`src/verilog/sar_pkg.sv`:
```
// Constants, field layouts and types of the converter sequencer.
// Assumes a 100 MHz system clock and a 32-bit AXI4-Lite register bus.
package sar_pkg;

    // System clock period and conversion timing.
    localparam int CLK_PERIOD_NS      = 10;
    localparam int CONV_CYCLES        = 13;
    localparam int ACQ_FALL_EDGES     = 4;
    localparam int INT_CONV_TIME_NS   = 3600;
    // Internal conversion clock period in system clocks, rounded down.
    localparam int INT_TICK_CYCLES    =
        INT_CONV_TIME_NS / CONV_CYCLES / CLK_PERIOD_NS;

    // Result layout.
    localparam int RESULT_BITS        = 10;
    localparam int LOW_BITS           = 8;

    // Control byte clock-mode codes in the two top bits.
    localparam logic [1:0] CLK_INT_CODE = 2'h2;
    localparam logic [1:0] CLK_EXT_CODE = 2'h3;

    // Register map (byte addresses) and field positions.
    localparam int          ADDR_W       = 4;
    localparam logic [3:0]  STATUS_OFS   = 4'h0;
    localparam logic [3:0]  MASK_OFS     = 4'h4;
    localparam logic [3:0]  RESULT_OFS   = 4'h8;
    localparam logic [3:0]  CONTROL_OFS  = 4'hC;
    localparam int          ST_DONE_BIT  = 0;
    localparam int          ST_ABORT_BIT = 1;
    localparam int          STATUS_W     = 2;
    localparam int          BUSY_BIT     = 16;
    localparam int          TRACK_BIT    = 17;

    // Reset values; power-up selects the external conversion clock.
    localparam logic [1:0]  MASK_RST     = 2'h0;
    localparam logic [7:0]  CTL_RST      = 8'hC0;
    localparam logic [9:0]  SAR_START    = 10'h200;

    // Bus responses.
    localparam logic [1:0]  RESP_OKAY    = 2'h0;
    localparam logic [1:0]  RESP_SLVERR  = 2'h2;

    // Sequencer phases.
    typedef enum logic [1:0] {
        ST_IDLE,
        ST_ACQ_EXT,
        ST_ACQ_INT,
        ST_CONV
    } state_t;

    // Control byte as written by the host.
    typedef struct packed {
        logic [1:0] pd;
        logic       acquisition_mode_select;
        logic       single_ended;
        logic       polarity_select;
        logic [2:0] chan;
    } ctl_byte_t;

    // Input multiplexer routing for the sampling capacitor.
    typedef struct packed {
        logic [2:0] pos;
        logic [2:0] neg;
        logic       neg_com;
    } route_t;

endpackage : sar_pkg
```
`src/verilog/sar_acq_ctrl.sv`:
```
// Acquisition and conversion sequencer of a 10-bit successive
// approximation converter with a byte-wide host port and AXI4-Lite status.
// Assumes host pins are synchronous to clk_sys and the analog comparator
// output settles within one conversion clock period.
//
// Contract
// - Write strobe rising edge starts tracking.
// - External mode: next write ends acquisition.
// - Internal mode: hold on fourth falling edge.
// - Conversion lasts thirteen conversion clocks.
// - Write during conversion aborts, restarts acquisition.
// - Cleared mode bit gives self-timed acquisition.
// - Result is ten bits, split eight plus two.
// - Single-ended uses common; differential uses pair.
// - Control bit five selects acquisition mode.
// - Done low at completion; read or write clears.
// - High byte select picks upper two bits.
//
// Our own choices: the AXI4-Lite slave port and the register offsets.
`timescale 1ns/1ps
module sar_acq_ctrl #(
    parameter int CONV_CYCLES     = sar_pkg::CONV_CYCLES,
    parameter int ACQ_FALL_EDGES  = sar_pkg::ACQ_FALL_EDGES,
    parameter int INT_TICK_CYCLES = sar_pkg::INT_TICK_CYCLES
) (
    // Clock and reset
    input  wire logic                       clk_sys,
    input  wire logic                       rst,
    // Host parallel port
    input  wire logic                       cs_n,
    input  wire logic                       wr_n,
    input  wire logic                       rd_n,
    input  wire logic                       high_byte_select,
    input  wire logic [7:0]                 d_in,
    output logic      [7:0]                 d_out,
    output logic                            d_oe,
    output logic                            done_n,
    output logic                            done_oe,
    // External conversion clock pin
    input  wire logic                       conv_clk_in,
    // Analog front end
    input  wire logic                       comp_in,
    output logic                            track,
    output sar_pkg::route_t                 route,
    output logic                            polarity_select,
    output logic      [9:0]                 dac_code,
    // AXI4-Lite slave
    input  wire logic [sar_pkg::ADDR_W-1:0] s_axi_awaddr,
    input  wire logic                       s_axi_awvalid,
    output logic                            s_axi_awready,
    input  wire logic [31:0]                s_axi_wdata,
    input  wire logic [3:0]                 s_axi_wstrb,
    input  wire logic                       s_axi_wvalid,
    output logic                            s_axi_wready,
    output logic      [1:0]                 s_axi_bresp,
    output logic                            s_axi_bvalid,
    input  wire logic                       s_axi_bready,
    input  wire logic [sar_pkg::ADDR_W-1:0] s_axi_araddr,
    input  wire logic                       s_axi_arvalid,
    output logic                            s_axi_arready,
    output logic      [31:0]                s_axi_rdata,
    output logic      [1:0]                 s_axi_rresp,
    output logic                            s_axi_rvalid,
    input  wire logic                       s_axi_rready,
    // Interrupt
    output logic                            irq
);

    localparam int CNT_W = 4;
    localparam int DIV_W = $clog2(INT_TICK_CYCLES + 1);

    // Refuse settings the counters or the SAR walk cannot serve.
    if (CONV_CYCLES <= sar_pkg::RESULT_BITS || CONV_CYCLES >= 16 ||
        ACQ_FALL_EDGES < 1 || ACQ_FALL_EDGES >= 16 ||
        INT_TICK_CYCLES < 1) begin : g_bad_param
        $error("sar_acq_ctrl: unsupported parameter values");
    end

    // Input multiplexer routing from the control byte.
    function automatic sar_pkg::route_t route_of(sar_pkg::ctl_byte_t c);
        sar_pkg::route_t r;
        r.pos     = c.chan;
        r.neg     = c.single_ended ? 3'h0 : (c.chan ^ 3'h1);
        r.neg_com = c.single_ended;
        return r;
    endfunction : route_of

    sar_pkg::state_t    state_reg, state_next;
    sar_pkg::ctl_byte_t ctl_reg, ctl_next;
    logic [CNT_W-1:0]   cnt_reg, cnt_next;
    logic [DIV_W-1:0]   div_reg, div_next;
    logic [9:0]         sar_reg, sar_next, bit_reg, bit_next;
    logic [9:0]         result_reg, result_next;
    logic               clk_ext_reg, clk_ext_next;
    logic               track_reg, track_next;
    logic               done_n_reg, done_n_next;
    logic               wr_n_q_reg, rd_n_q_reg, cclk_q_reg;
    logic               wr_rise, rd_fall, tick, conv_done, aborted;

    // Write strobe rise and read strobe fall, both qualified by select.
    assign wr_rise = ~wr_n_q_reg & wr_n & ~cs_n;
    assign rd_fall = rd_n_q_reg & ~rd_n & ~cs_n;
    // One tick per falling edge of the chosen conversion clock.
    assign tick = clk_ext_reg ? (cclk_q_reg & ~conv_clk_in)
                              : (div_reg == DIV_W'(INT_TICK_CYCLES - 1));

    // Sequencer next state.
    always_comb begin
        state_next   = state_reg;
        ctl_next     = ctl_reg;
        cnt_next     = cnt_reg;
        sar_next     = sar_reg;
        bit_next     = bit_reg;
        result_next  = result_reg;
        clk_ext_next = clk_ext_reg;
        track_next   = track_reg;
        conv_done    = 1'b0;
        aborted      = 1'b0;
        div_next     = tick && !clk_ext_reg ? '0 : DIV_W'(div_reg + 1'b1);
        if (wr_rise) begin
            ctl_next = sar_pkg::ctl_byte_t'(d_in);
            cnt_next = '0;
            // Power-down codes leave the clock mode as it was.
            if (d_in[7]) begin
                clk_ext_next = d_in[6];
            end
            if (state_reg == sar_pkg::ST_ACQ_EXT && !d_in[5]) begin
                state_next = sar_pkg::ST_CONV;
                track_next = 1'b0;
                sar_next   = sar_pkg::SAR_START;
                bit_next   = sar_pkg::SAR_START;
            end else begin
                aborted    = (state_reg == sar_pkg::ST_CONV);
                track_next = 1'b1;
                state_next = d_in[5] ? sar_pkg::ST_ACQ_EXT
                                     : sar_pkg::ST_ACQ_INT;
            end
        end else begin
            unique case (state_reg)
                sar_pkg::ST_IDLE, sar_pkg::ST_ACQ_EXT: begin
                end
                sar_pkg::ST_ACQ_INT: begin
                    if (tick) begin
                        cnt_next = CNT_W'(cnt_reg + 1'b1);
                        if (cnt_reg == CNT_W'(ACQ_FALL_EDGES - 1)) begin
                            state_next = sar_pkg::ST_CONV;
                            track_next = 1'b0;
                            cnt_next   = '0;
                            sar_next   = sar_pkg::SAR_START;
                            bit_next   = sar_pkg::SAR_START;
                        end
                    end
                end
                sar_pkg::ST_CONV: begin
                    if (tick) begin
                        cnt_next = CNT_W'(cnt_reg + 1'b1);
                        if (cnt_reg < CNT_W'(sar_pkg::RESULT_BITS)) begin
                            sar_next = (comp_in ? sar_reg : sar_reg & ~bit_reg)
                                       | (bit_reg >> 1);
                            bit_next = bit_reg >> 1;
                        end
                        if (cnt_reg == CNT_W'(CONV_CYCLES - 1)) begin
                            result_next = sar_reg;
                            conv_done   = 1'b1;
                            state_next  = sar_pkg::ST_IDLE;
                            cnt_next    = '0;
                        end
                    end
                end
            endcase
        end
        // completion wins over a clearing strobe
        done_n_next = conv_done ? 1'b0 :
                      (wr_rise || rd_fall) ? 1'b1 : done_n_reg;
    end

    // Sequencer registers.
    always_ff @(posedge clk_sys) begin
        if (rst) begin
            state_reg   <= sar_pkg::ST_IDLE;
            ctl_reg     <= sar_pkg::ctl_byte_t'(sar_pkg::CTL_RST);
            cnt_reg     <= '0;
            div_reg     <= '0;
            sar_reg     <= '0;
            bit_reg     <= '0;
            result_reg  <= '0;
            clk_ext_reg <= 1'b1;
            track_reg   <= 1'b0;
            done_n_reg  <= 1'b1;
            wr_n_q_reg  <= 1'b1;
            rd_n_q_reg  <= 1'b1;
            cclk_q_reg  <= 1'b0;
        end else begin
            state_reg   <= state_next;
            ctl_reg     <= ctl_next;
            cnt_reg     <= cnt_next;
            div_reg     <= div_next;
            sar_reg     <= sar_next;
            bit_reg     <= bit_next;
            result_reg  <= result_next;
            clk_ext_reg <= clk_ext_next;
            track_reg   <= track_next;
            done_n_reg  <= done_n_next;
            wr_n_q_reg  <= wr_n;
            rd_n_q_reg  <= rd_n;
            cclk_q_reg  <= conv_clk_in;
        end
    end

    logic [7:0]      d_out_reg;
    logic            d_oe_reg, done_oe_reg, pol_reg;
    sar_pkg::route_t route_reg;

    // Host bus and analog outputs; data is registered so it lags by a cycle.
    always_ff @(posedge clk_sys) begin
        if (rst) begin
            d_out_reg   <= '0;
            d_oe_reg    <= 1'b0;
            done_oe_reg <= 1'b0;
            route_reg   <= '0;
            pol_reg     <= 1'b0;
        end else begin
            d_out_reg   <= high_byte_select ?
                           {6'h00, result_next[9:sar_pkg::LOW_BITS]} :
                           result_next[sar_pkg::LOW_BITS-1:0];
            d_oe_reg    <= ~cs_n & ~rd_n;
            done_oe_reg <= ~cs_n;
            route_reg   <= route_of(ctl_next);
            pol_reg     <= ctl_next.polarity_select;
        end
    end

    assign d_out           = d_out_reg;
    assign d_oe            = d_oe_reg;
    assign done_n          = done_n_reg;
    assign done_oe         = done_oe_reg;
    assign track           = track_reg;
    assign route           = route_reg;
    assign polarity_select = pol_reg;
    assign dac_code        = sar_reg;

    logic [3:0]                  awaddr_reg, awaddr_next;
    logic                        aw_have_reg, aw_have_next;
    logic                        w_have_reg, w_have_next;
    logic [31:0]                 wdata_reg, wdata_next;
    logic                        wstrb0_reg, wstrb0_next;
    logic                        bvalid_reg, bvalid_next, arready_reg;
    logic                        arready_next, rvalid_reg, rvalid_next;
    logic [1:0]                  bresp_reg, bresp_next, rresp_reg;
    logic [1:0]                  rresp_next;
    logic [31:0]                 rdata_reg, rdata_next;
    logic [sar_pkg::STATUS_W-1:0] status_reg, status_next;
    logic [sar_pkg::STATUS_W-1:0] mask_reg, mask_next, clr;
    logic                        irq_reg, irq_next, do_write;

    // Register slave: address and data in either order, one-cycle answer.
    always_comb begin
        aw_have_next = aw_have_reg;
        awaddr_next  = awaddr_reg;
        w_have_next  = w_have_reg;
        wdata_next   = wdata_reg;
        wstrb0_next  = wstrb0_reg;
        bvalid_next  = bvalid_reg && !s_axi_bready;
        bresp_next   = bresp_reg;
        mask_next    = mask_reg;
        clr          = '0;
        if (s_axi_awvalid && !aw_have_reg) begin
            aw_have_next = 1'b1;
            awaddr_next  = s_axi_awaddr;
        end
        if (s_axi_wvalid && !w_have_reg) begin
            w_have_next = 1'b1;
            wdata_next  = s_axi_wdata;
            wstrb0_next = s_axi_wstrb[0];
        end
        do_write = aw_have_next && w_have_next && !bvalid_next;
        if (do_write) begin
            aw_have_next = 1'b0;
            w_have_next  = 1'b0;
            bvalid_next  = 1'b1;
            bresp_next   = sar_pkg::RESP_OKAY;
            if (awaddr_next == sar_pkg::STATUS_OFS) begin
                clr = wstrb0_next ? wdata_next[1:0] : '0;
            end else if (awaddr_next == sar_pkg::MASK_OFS) begin
                mask_next = wstrb0_next ? wdata_next[1:0] : mask_reg;
            end else begin
                bresp_next = sar_pkg::RESP_SLVERR;
            end
        end
        // Events set sticky bits; a set in the clearing cycle survives.
        status_next = (status_reg & ~clr) | {aborted, conv_done};
        irq_next    = |(status_next & mask_next);
        rvalid_next  = rvalid_reg;
        arready_next = arready_reg;
        rdata_next   = rdata_reg;
        rresp_next   = rresp_reg;
        if (rvalid_reg && s_axi_rready) begin
            rvalid_next  = 1'b0;
            arready_next = 1'b1;
        end
        if (s_axi_arvalid && arready_reg) begin
            rvalid_next  = 1'b1;
            arready_next = 1'b0;
            rresp_next   = sar_pkg::RESP_OKAY;
            unique case (s_axi_araddr)
                sar_pkg::STATUS_OFS:  rdata_next = {30'h0, status_reg};
                sar_pkg::MASK_OFS:    rdata_next = {30'h0, mask_reg};
                sar_pkg::RESULT_OFS: begin
                    rdata_next = {22'h0, result_reg};
                    rdata_next[sar_pkg::BUSY_BIT]  =
                        (state_reg != sar_pkg::ST_IDLE);
                    rdata_next[sar_pkg::TRACK_BIT] = track_reg;
                end
                sar_pkg::CONTROL_OFS: rdata_next = {24'h0, ctl_reg};
                default: begin
                    rdata_next = '0;
                    rresp_next = sar_pkg::RESP_SLVERR;
                end
            endcase
        end
    end

    // Register slave and interrupt state.
    always_ff @(posedge clk_sys) begin
        if (rst) begin
            aw_have_reg <= 1'b0;
            awaddr_reg  <= '0;
            w_have_reg  <= 1'b0;
            wdata_reg   <= '0;
            wstrb0_reg  <= 1'b0;
            bvalid_reg  <= 1'b0;
            bresp_reg   <= sar_pkg::RESP_OKAY;
            arready_reg <= 1'b1;
            rvalid_reg  <= 1'b0;
            rdata_reg   <= '0;
            rresp_reg   <= sar_pkg::RESP_OKAY;
            status_reg  <= '0;
            mask_reg    <= sar_pkg::MASK_RST;
            irq_reg     <= 1'b0;
        end else begin
            aw_have_reg <= aw_have_next;
            awaddr_reg  <= awaddr_next;
            w_have_reg  <= w_have_next;
            wdata_reg   <= wdata_next;
            wstrb0_reg  <= wstrb0_next;
            bvalid_reg  <= bvalid_next;
            bresp_reg   <= bresp_next;
            arready_reg <= arready_next;
            rvalid_reg  <= rvalid_next;
            rdata_reg   <= rdata_next;
            rresp_reg   <= rresp_next;
            status_reg  <= status_next;
            mask_reg    <= mask_next;
            irq_reg     <= irq_next;
        end
    end

    assign s_axi_awready = ~aw_have_reg;
    assign s_axi_wready  = ~w_have_reg;
    assign s_axi_bvalid  = bvalid_reg;
    assign s_axi_bresp   = bresp_reg;
    assign s_axi_arready = arready_reg;
    assign s_axi_rvalid  = rvalid_reg;
    assign s_axi_rdata   = rdata_reg;
    assign s_axi_rresp   = rresp_reg;
    assign irq           = irq_reg;

    // Helper: conversion clock ticks seen since the conversion began.
    logic [4:0] conv_ticks_reg;
    always_ff @(posedge clk_sys) begin
        if (rst || state_reg != sar_pkg::ST_CONV) begin
            conv_ticks_reg <= '0;
        end else if (tick) begin
            conv_ticks_reg <= 5'(conv_ticks_reg + 1'b1);
        end
    end
endmodule : sar_acq_ctrl

```
`config.mk`:
```
export PLATFORM = sky130hd
export DESIGN_NAME = sar_acq_ctrl
export DESIGN_NICKNAME = d
export VERILOG_FILES = /design/src/verilog/sar_pkg.sv /design/src/verilog/sar_acq_ctrl.sv
export SDC_FILE = /design/constraint.sdc
export NUM_CORES = 1
export LEC_CHECK = 0
export ABC_CLOCK_PERIOD_IN_PS = 4400
export CAP_MARGIN = 20
export CORE_ASPECT_RATIO = 0.75
export CORE_MARGIN = 5
export CORE_UTILIZATION = 42
export DETAILED_ROUTE_END_ITERATION = 12
export DONT_BUFFER_PORTS = 1
export PLACE_DENSITY = 0.57
export SYNTH_ARGS = -nofsm -noshare
export SYNTH_HDL_FRONTEND = slang
export SYNTH_SLANG_ARGS = --single-unit
```
`constraint.sdc`:
```
create_clock -name clk_sys -period 4.4 [get_ports clk_sys]
set_clock_uncertainty 0.15 [all_clocks]
set_input_delay 0.22 -clock clk_sys [delete_from_list [all_inputs] [get_ports clk_sys]]
set_output_delay 0.22 -clock clk_sys [all_outputs]
set_load 0.01 [all_outputs]
```
* After elaboration in Yosys (flattened, before gate mapping)
Cells that the tools add are included.
** Operators by class
- Add/subtract/negate cells :: 2
- Order comparisons :: 1
- Eq/ne operators :: 18
- Multiplexer cells :: 66
- Bitwise logic cells :: 20
- Reductions and logical operators :: 38
** Operators by type and width (number)
- 10-bit two-way mux :: 14
- 18-bit case mux with 4 select lines :: 1
- 10-bit case mux with 2 select lines :: 2
- 2-bit two-way mux :: 19
- 1-bit two-way mux :: 22
- 4-bit two-way mux :: 5
- 2-bit nonzero test :: 7
- 4-bit equality test, second input constant :: 3
- 2-bit OR reduction :: 6
- 10-bit AND :: 1
- 10-bit NOT :: 1
- 10-bit by 9-bit OR with 10-bit output :: 1
- 1-bit logical AND :: 9
- 3-bit != test, second input constant :: 3
- 4-bit by 3-bit equality test with 1-bit output, second input constant :: 2
- 4-bit zero test :: 2
- 4-bit case mux with 2 select lines :: 1
- 1-bit NOT :: 7
- 1-bit AND :: 6
- 1-bit zero test :: 6
- 3-bit by 2-bit != test with 1-bit output, second input constant :: 2
- 3-bit AND reduction :: 2
- 6-bit AND reduction :: 1
- 5-bit by 1-bit adder with 5-bit output, second input constant :: 1
- 18 further kinds :: 21
** Storage, ports and cells
- Bits in registers :: 121
- Input port bits :: 65
- Output and inout bits :: 72
- Logic and storage cells :: 181

* Depth between registers and ports, before layout
Gate-level depths: netlist (run 1).
- Depth after elaboration :: 11
- Gate-level depth with buffers :: 9
- Gate-level depth less buffers :: 8

* Worst setup path before layout (run 1)
Ideal clock, no wire load.
- Path type :: reg-to-reg
- From :: register div_reg[0]
- To :: register sar_reg[8], in the netlist dac_code[8]
- Library setup time :: 132 ps
- Data arrival time :: 1565 ps
- Required time :: 4118 ps
- Path slack :: 2553 ps
- Stages on the path, launching flop included :: 10
- Path buffers :: 1
- Clock period less this slack :: 1847 ps
- Cells stage by stage :: dfxtp_1 inv_1 ha_1 nand4b_1 o21ai_2 nand2_1 o32a_1 clkbuf_1 o21ai_0 a21oi_1
** On the way
- Word-level cells in the longest chain between the ends :: 4
- Elaborated cells between the ends (all ways) :: 5
- Classes of those cells :: eq/ne (3); mux (1); reduce/logical (1)
** Ends and longest elaborated chain
- start: declaration :: line sar_acq_ctrl.sv:91 : logic [DIV_W-1:0] div_reg, div_next;
- start signal: assignment :: line sar_acq_ctrl.sv:197 : div_reg <= div_next;
- 5-bit equality test (*) :: line sar_acq_ctrl.sv:105 : : (div_reg == DIV_W'(INT_TICK_CYCLES - 1));
- 1-bit two-way mux (*) :: line sar_acq_ctrl.sv:104 : assign tick = clk_ext_reg ? (cclk_q_reg & ~conv_clk_in)
- 3-bit != test (no line)
- 6-bit AND reduction (no line) (*)
- end signal: assignment :: line sar_acq_ctrl.sv:198 : sar_reg <= sar_next;
- end: declaration :: line sar_acq_ctrl.sv:92 : logic [9:0] sar_reg, sar_next, bit_reg, bit_next;
Mark *: on every way between the ends. The rest lies on a longest branch, timed or not.
A chain may end at the register's enable or synchronous reset.

* Worst setup path in the final report (run 1)
- From :: register div_reg[0]
- To :: register d_out_reg[4], in the netlist d_out[4]
** On the way
- Word-level cells in the longest chain between the ends :: 5
** Ends and longest elaborated chain
- 5-bit equality test :: line sar_acq_ctrl.sv:105
- 1-bit two-way mux :: line sar_acq_ctrl.sv:104
- 10-bit two-way mux :: line sar_acq_ctrl.sv:155 : if (tick) begin
- 10-bit two-way mux :: line sar_acq_ctrl.sv:139 : unique case (state_reg)
- 10-bit two-way mux :: line sar_acq_ctrl.sv:120 : if (wr_rise) begin
- end signal: assignment :: line sar_acq_ctrl.sv:223 : d_out_reg <= high_byte_select ?
- end: declaration :: line sar_acq_ctrl.sv:210 : logic [7:0] d_out_reg;
Every way passes these cells.

==> results of run 1 <==
-- worst max-delay path, stage by stage (launching register included) --
cell and delay (ns):
sky130_fd_sc_hd__dfxtp_1 0.34, sky130_fd_sc_hd__inv_1 0.06, sky130_fd_sc_hd__ha_1 0.14, sky130_fd_sc_hd__nand4b_1 0.14, sky130_fd_sc_hd__o21ai_2 0.26, sky130_fd_sc_hd__nand3_4 0.28, sky130_fd_sc_hd__mux2i_1 0.27, sky130_fd_sc_hd__nor3_1 0.06
sky130_fd_sc_hd__dlygate4sd3_1 0.57
-- through the flow --
step                worst slack [ns]  power, mW  hold WS [ns]  area (um2)
floorplan                       2.55       1.05         0.142        4120
global placement                2.18       1.03         0.144        3980
detailed placement              2.12       1.03         0.147        3980
CTS                             1.98       1.88        0.0125        4630
global route                    1.78       1.94        0.0269        4630
finish                          2.00       1.86        0.0282        4630
-- power by group through the flow --
stage               clock network [mW]  logic [mW]  registers (mW)
floorplan                            0       0.100           0.949
global placement                     0      0.0747           0.956
detailed placement                   0      0.0766           0.957
CTS                              0.831       0.116           0.936
global route                     0.868       0.129           0.938
finish                           0.812       0.116           0.936
-- kinds of logic (layout without fill, tap and decap cells) --
family                     after synthesis  in the layout  share of synthesized area
DFF                                     99             99                      0.491
buffers and inverters                   59             57                     0.0840
and+or+nand+nor                        166            166                      0.197
muxes                                   29             29                     0.0784
AOI/OAI and AO/OA                       93             93                      0.130
other                                    1             22                   0.000928
xor gates and xnor gates                 3              3                    0.00651
adders and majority gates                4              4                     0.0124
-- cell usage after synthesis, types with 2 or more instances --
cell type	number	share of area
sky130_fd_sc_hd__dfxtp_1	99	0.49
sky130_fd_sc_hd__a21oi_1	55	0.068
sky130_fd_sc_hd__nor2_1	50	0.046
sky130_fd_sc_hd__nand2_1	47	0.044
sky130_fd_sc_hd__buf_4	28	0.052
sky130_fd_sc_hd__mux2i_1	26	0.064
sky130_fd_sc_hd__nor3_1	25	0.031
sky130_fd_sc_hd__clkbuf_1	16	0.015
sky130_fd_sc_hd__o21ai_0	15	0.019
sky130_fd_sc_hd__nand2b_1	9	0.014
sky130_fd_sc_hd__nand3_1	9	0.011
sky130_fd_sc_hd__inv_1	7	0.0065
sky130_fd_sc_hd__nor2b_1	5	0.0077
sky130_fd_sc_hd__or2_2	5	0.0077
sky130_fd_sc_hd__a211oi_1	4	0.0074
sky130_fd_sc_hd__and2_1	4	0.0062
sky130_fd_sc_hd__buf_2	4	0.0050
sky130_fd_sc_hd__ha_1	4	0.012
sky130_fd_sc_hd__a21o_1	2	0.0037
sky130_fd_sc_hd__a22oi_1	2	0.0037
sky130_fd_sc_hd__buf_1	2	0.0019
sky130_fd_sc_hd__mux4_2	2	0.011
sky130_fd_sc_hd__nand3b_1	2	0.0037
sky130_fd_sc_hd__nand4b_1	2	0.0043
sky130_fd_sc_hd__o211ai_1	2	0.0037
sky130_fd_sc_hd__o21ai_1	2	0.0025
sky130_fd_sc_hd__o21bai_1	2	0.0037
sky130_fd_sc_hd__xor2_1	2	0.0043
-- final timing paths --
| path | slack (ns) | startpoint | end | cells past startpoint |
|---|---|---|---|---|
| max | 2.00 | div_reg[0] | d_out[4] | 8 |
| min | 0.03 | s_axi_araddr[1] | s_axi_rdata[1] | 3 |
| max reg2reg | 2.00 | div_reg[0] | d_out[4] | 8 |
| min reg2reg | 0.31 | ctl_reg[7] | ctl_reg[7] | 2 |
-- what timing repair did --
item,CTS,global route
hold buffers,32,0
buffers inserted,0,0
hold endpoints to repair,93,0
-- per-layer routing --
layer / vias up / wire length (um) / track usage
met5: - / 0 / 0
met4: 0 / 112 / 0.0562
met3: 6 / 878 / 0.0665
met2: 104 / 4380 / 0.249
met1: 1467 / 4160 / 0.209
li1: 1539 / - / -
-- layout make-up --
cell class,instances,share of cell area
sequential,99,0.428
multi-input combinational,317,0.388
timing repair buffer,33,0.0745
clock buffer,13,0.0583
tap,132,0.0356
clock inverter,3,0.00972
inverter,8,0.00648
==> run summary, run 1 <==
========================================================================================================
Min-Delay Path Class                                                                              in2reg
Switching share of power                                                                           0.220
Final cell count without fillers                                                                     605
Floorplan die area                                                                            0.0117 mm2
Number of hold-slack violations in the final timing report                                             0
Tightest slew margin relative to the limit                                                         0.512
First-pass iteration count of the detailed router                                                      4
Number of distinct library cell variants in the gate-level netlist after synthesis                    50
Via Count                                                                                           3116
Setup TNS Final                                                                                     0 ns
Number of routed nets with antenna violations                                                          0
Nature of the critical path endpoint                                                           flip-flop
Sequential-to-total area share from yosys stat                                                     0.491
Most common cell after layout, fill and taps aside                                          sky130_fd_sc_hd__dfxtp_1
Pins Over Slew Limit                                                                                   0
Pin count of the biggest net entering global routing                                                  90
Fraction of final layout cells with drive strength greater than 1                                 0.0655
Source-to-sink clock delay at the later pin of the worst-skew pair                               0.33 ns
CTS resizes                                                                                            0
Run status                                                                                  finished clean
Fin nets                                                                                             537
Diode count                                                                                            0
TritonCTS buffer count                                                                                 9
Warning count from the yosys run                                                                       0
Proportion of power drawn by the clock network                                                     0.436
Maximum clock path buffer count                                                                        2
Number of flip-flops under the largest register name                                                  12
Peak Freq                                                                                      0.417 GHz
Final cycle utilization of the critical path                                                       0.544
Sort of element at the start of the critical path                                              flip-flop
Wirelength per Cell                                                                              15.8 um
Vias per Instance                                                                                   5.15
Die height                                                                                       94.9 um
Total clock sinks                                                                                     99
Clock tree from TritonCTS                                                                            yes
Boundary Pins                                                                                        137
Count of input and output buffers                                                                      0
Fraction of power consumed by sequential logic                                                     0.502
Data required time at the worst endpoint                                                         4.47 ns
Initial antenna violation count                                                                        0
Number of flops mapped to enable cells by yosys                                                        0
Post-CTS clock slew at the launch and capture registers of the worst setup and hold paths        0.07 ns
Std-Cell Core Area                                                                           0.00954 mm2
Final worst path period need                                                                     2.40 ns
Number of global-route vias before repair                                                           2800
Detailed Place HPWL                                                                              6.54 mm
Overall global routing resource usage                                                              0.163
Largest voltage drop on the vdd net                                                             0.185 mV
Power share of the combinational group                                                             0.062
Area growth from synthesis to layout                                                               14.7%
Number of register bits inferred by synthesis                                                         99
Clock root cell                                                                             sky130_fd_sc_hd__clkbuf_16
Syn avg cell area                                                                               8.90 um2
Share of async-settable or async-resettable flops after synthesis                                      0
Post-synthesis cell count                                                                            454
Iteration-0 DRC count of the detailed router                                                         184
Overflow after GRT                                                                                     0
Gpl congestion                                                                                     0.837
Initial standard-cell utilization of the core                                                      0.423
Post-Place Cells                                                                                     557
Number of setup violations in the final report                                                         0
X dimension of the die                                                                            123 um
Top flip-flop cell by instance count after synthesis                                        sky130_fd_sc_hd__dfxtp_1
Multi-input combinational cell area                                                          0.00180 mm2
Fill cell instance count of the final layout                                                         919
# rows                                                                                                31
Number of levels in the clock H-tree                                                                   3
Mapped Area                                                                                  0.00404 mm2
Critical Path AT                                                                                 2.47 ns
Design internal power                                                                            1.45 mW
Kind of critical path                                                                            reg2reg
Util after Layout                                                                                  0.486
Power per standard cell area                                                                  402 mW/mm2
RSZ-0062 raised after global routing                                                                  no
Global-route wire length before repair                                                           14.6 mm
Leak Pwr                                                                                         1.81 nW
Transition at the pin with the smallest max-transition slack                                    0.731 ns
Switching pwr                                                                                   0.410 mW
WL final                                                                                         9.53 mm
Max Cap Viol                                                                                           0
Area used by sequential logic in the layout                                                  0.00198 mm2
DRC                                                                                                    0
Most frequent cells in the layout                                                           99 x sky130_fd_sc_hd__dfxtp_1, 55 x sky130_fd_sc_hd__a21oi_1, 50 x sky130_fd_sc_hd__nor2_1, 47 x sky130_fd_sc_hd__nand2_1, 31 x sky130_fd_sc_hd__dlygate4sd3_1
Max FO, Critical Path                                                                                 13
========================================================================================================
Power figures use the tool's default switching activity.
==> inputs of run 2 (changes only) <==
Settings changed: ABC_CLOCK_PERIOD_IN_PS 4400 to 2100, PLACE_DENSITY 0.57 to 0.6.
Clock period 4.4 ns to 2.1 ns, I/O delays scaled along.
==> run 2 against run 1 <==
Net effect:
- die area unchanged
- clock power up 100%
- cell count up 3.1%
- global-route usage up 0.25 points
- first-iteration DRC count down 10%
- critical path type unchanged
- largest power group unchanged
==> run summary, run 2 (same netlist as run 1, synthesis figures left out) <==
========================================================================================================
Largest voltage drop on the vdd net                                                             0.428 mV   +130%
Cells on worst reg2reg path                                                                            9   +1
# rows                                                                                                31   unchanged
Power per standard cell area                                                                  809 mW/mm2   +100%
Min-Delay Path Class                                                                              in2reg
Cell depth of the worst min-delay path                                                                 4   +1
Number of flip-flops under the largest register name                                                  12   unchanged
Global-route wire length before repair                                                           14.8 mm   +1.4%
Critical Path AT                                                                                 2.15 ns   -0.32 ns
Origin of the worst min-delay path                                                          s_axi_araddr[2]
Clock root cell                                                                             sky130_fd_sc_hd__clkbuf_16
Fraction of final layout cells with drive strength greater than 1                                  0.112   +0.0462
Flop2flop setup slack                                                                            0.08 ns   -1.93 ns
Max FO, Critical Path                                                                                  8   -5
X dimension of the die                                                                            123 um   unchanged
TritonCTS buffer count                                                                                 9   unchanged
Maximum clock path buffer count                                                                        2   unchanged
Iteration-0 DRC count of the detailed router                                                         165   -10%
Most frequent cells in the layout                                                           98 x sky130_fd_sc_hd__dfxtp_1, 52 x sky130_fd_sc_hd__a21oi_1, 50 x sky130_fd_sc_hd__nor2_1, 46 x sky130_fd_sc_hd__nand2_1, 33 x sky130_fd_sc_hd__dlygate4sd3_1
Pins Over Slew Limit                                                                                   0   unchanged
Area growth from synthesis to layout                                                               19.1%
Number of routed nets with antenna violations                                                          0   unchanged
Overflow after GRT                                                                                     0   unchanged
Peak Freq                                                                                      0.495 GHz   +18%
Final instance area                                                                          0.00481 mm2   +3.8%
Number of levels in the clock H-tree                                                                   3   unchanged
Launching point of the worst reg2reg path                                                     div_reg[0]
Die height                                                                                       94.9 um   unchanged
Worst Hold End                                                                              s_axi_rdata[5]
Detailed Place HPWL                                                                              6.66 mm   +1.8%
Fin nets                                                                                             556   +3.5%
Total Power Consumption                                                                          3.89 mW   +110%
Initial standard-cell utilization of the core                                                      0.423   unchanged
Vias per Instance                                                                                   5.03   -2.3%
Most common cell after layout, fill and taps aside                                          sky130_fd_sc_hd__dfxtp_1
Final cycle utilization of the critical path                                                       0.963   +0.418
Gpl congestion                                                                                     0.829   -1.0%
Leak Pwr                                                                                         1.89 nW   +4.5%
DRC                                                                                                    0   unchanged
Wirelength per Cell                                                                              15.8 um   +0.17%
Std-Cell Core Area                                                                           0.00954 mm2   unchanged
Pin count of the biggest net entering global routing                                                  91   +1.1%
Count of input and output buffers                                                                      0   unchanged
WL final                                                                                         9.85 mm   +3.3%
Post-route setup slack                                                                         0.0784 ns   -1.93 ns
Via Count                                                                                           3139   +0.74%
Total clock sinks                                                                                     99   unchanged
Sort of element at the start of the critical path                                              flip-flop
Util after Layout                                                                                  0.504   +0.0182
Final worst path period need                                                                     2.02 ns   -0.374 ns
Post-CTS clock slew at the launch and capture registers of the worst setup and hold paths        0.07 ns   about the same
Run status                                                                                  finished clean
RR Endpoint                                                                                     d_out[0]
Placed cell area                                                                             0.00407 mm2   +2.3%
Diode count                                                                                            0   unchanged
Data required time at the worst endpoint                                                         2.23 ns   -2.24 ns
Source-to-sink clock delay at the later pin of the worst-skew pair                               0.34 ns   about the same
Minimum setup slack after placement                                                            0.0312 ns   -2.09 ns
Boundary Pins                                                                                        137   unchanged
Floorplan die area                                                                            0.0117 mm2   unchanged
Setup TNS Final                                                                                     0 ns   unchanged
Number of setup violations in the final report                                                         0   unchanged
Number of global-route vias before repair                                                           2885   +3.0%
First-pass iteration count of the detailed router                                                      4   unchanged
Max Cap Viol                                                                                           0   unchanged
Number of hold-slack violations in the final timing report                                             0   unchanged
Nature of the critical path endpoint                                                           flip-flop
Overall global routing resource usage                                                              0.166   +0.00247
Initial antenna violation count                                                                        0   unchanged
Kind of critical path                                                                            reg2reg
Clock tree from TritonCTS                                                                            yes
========================================================================================================
run 2: worst max path at each step:
stage / slack [ns] / end / start
3_3_place_gp: 0.05 / dac_code[5] / div_reg[0]
5_1_grt: -0.03 / d_out[0] / div_reg[0]
6_report: 0.08 / d_out[0] / div_reg[0]
4_1_cts: 0.006 / dac_code[4] / div_reg[0]
3_5_place_dp: 0.03 / dac_code[4] / div_reg[0]
2_1_floorplan: 0.25 / dac_code[8] / div_reg[0]
run 2: per-stage QoR:
| step | hold WS (ns) | instances |
|---|---|---|
| 3_5_place_dp | 0.0314 | 569 |
| 4_1_cts | 0.0175 | 619 |
| 6_report | 0.0161 | 624 |
| 5_1_grt | 0.0322 | 624 |
| 2_1_floorplan | 0.0274 | 475 |
| 3_3_place_gp | 0.0284 | 569 |
run 2: power breakdown:
part           switching, mW  internal, mW  total (mW)  leakage, nW
clock                  0.724         0.931        1.66        0.146
combinational          0.157         0.122       0.278        0.941
sequential            0.0393          1.92        1.96        0.804
total                  0.920          2.97        3.89         1.89
run 2: layout make-up:
class | count | area (um2)
Clock buffer | 9 | 225
Timing Repair Buffer | 52 | 500
Fill cell | 921 | 4730
Tap cell | 132 | 165
Clock inverter | 7 | 77.6
Multi-Input combinational cell | 317 | 1830
Inverter | 8 | 30.0
Sequential cell | 99 | 1980
run 2: critical path, cell delays in order (launching register included):
cell	delay, ns
sky130_fd_sc_hd__dfxtp_2	0.33
sky130_fd_sc_hd__inv_1	0.05
sky130_fd_sc_hd__ha_1	0.14
sky130_fd_sc_hd__nand4b_1	0.17
sky130_fd_sc_hd__o21ai_4	0.25
sky130_fd_sc_hd__buf_6	0.14
sky130_fd_sc_hd__nand3_4	0.14
sky130_fd_sc_hd__mux2i_2	0.21
sky130_fd_sc_hd__or2_4	0.24
sky130_fd_sc_hd__a21oi_2	0.14
run 2: repair_timing:
item                                    in CTS  in global routing
resized for setup                            0                 16
hold buffers                                34                  0
hold endpoints to repair                    98                  0
endpoints found under the setup margin       0                 19
buffers inserted                             0                  6
run 2: routing by layer:
metal / routed length [um] / track usage / share of wire
met1: 4320 / 0.207 / 0.44
met4: 121 / 0.0525 / 0.012
met5: 0 / 0 / 0
met2: 4530 / 0.262 / 0.46
met3: 881 / 0.0653 / 0.089
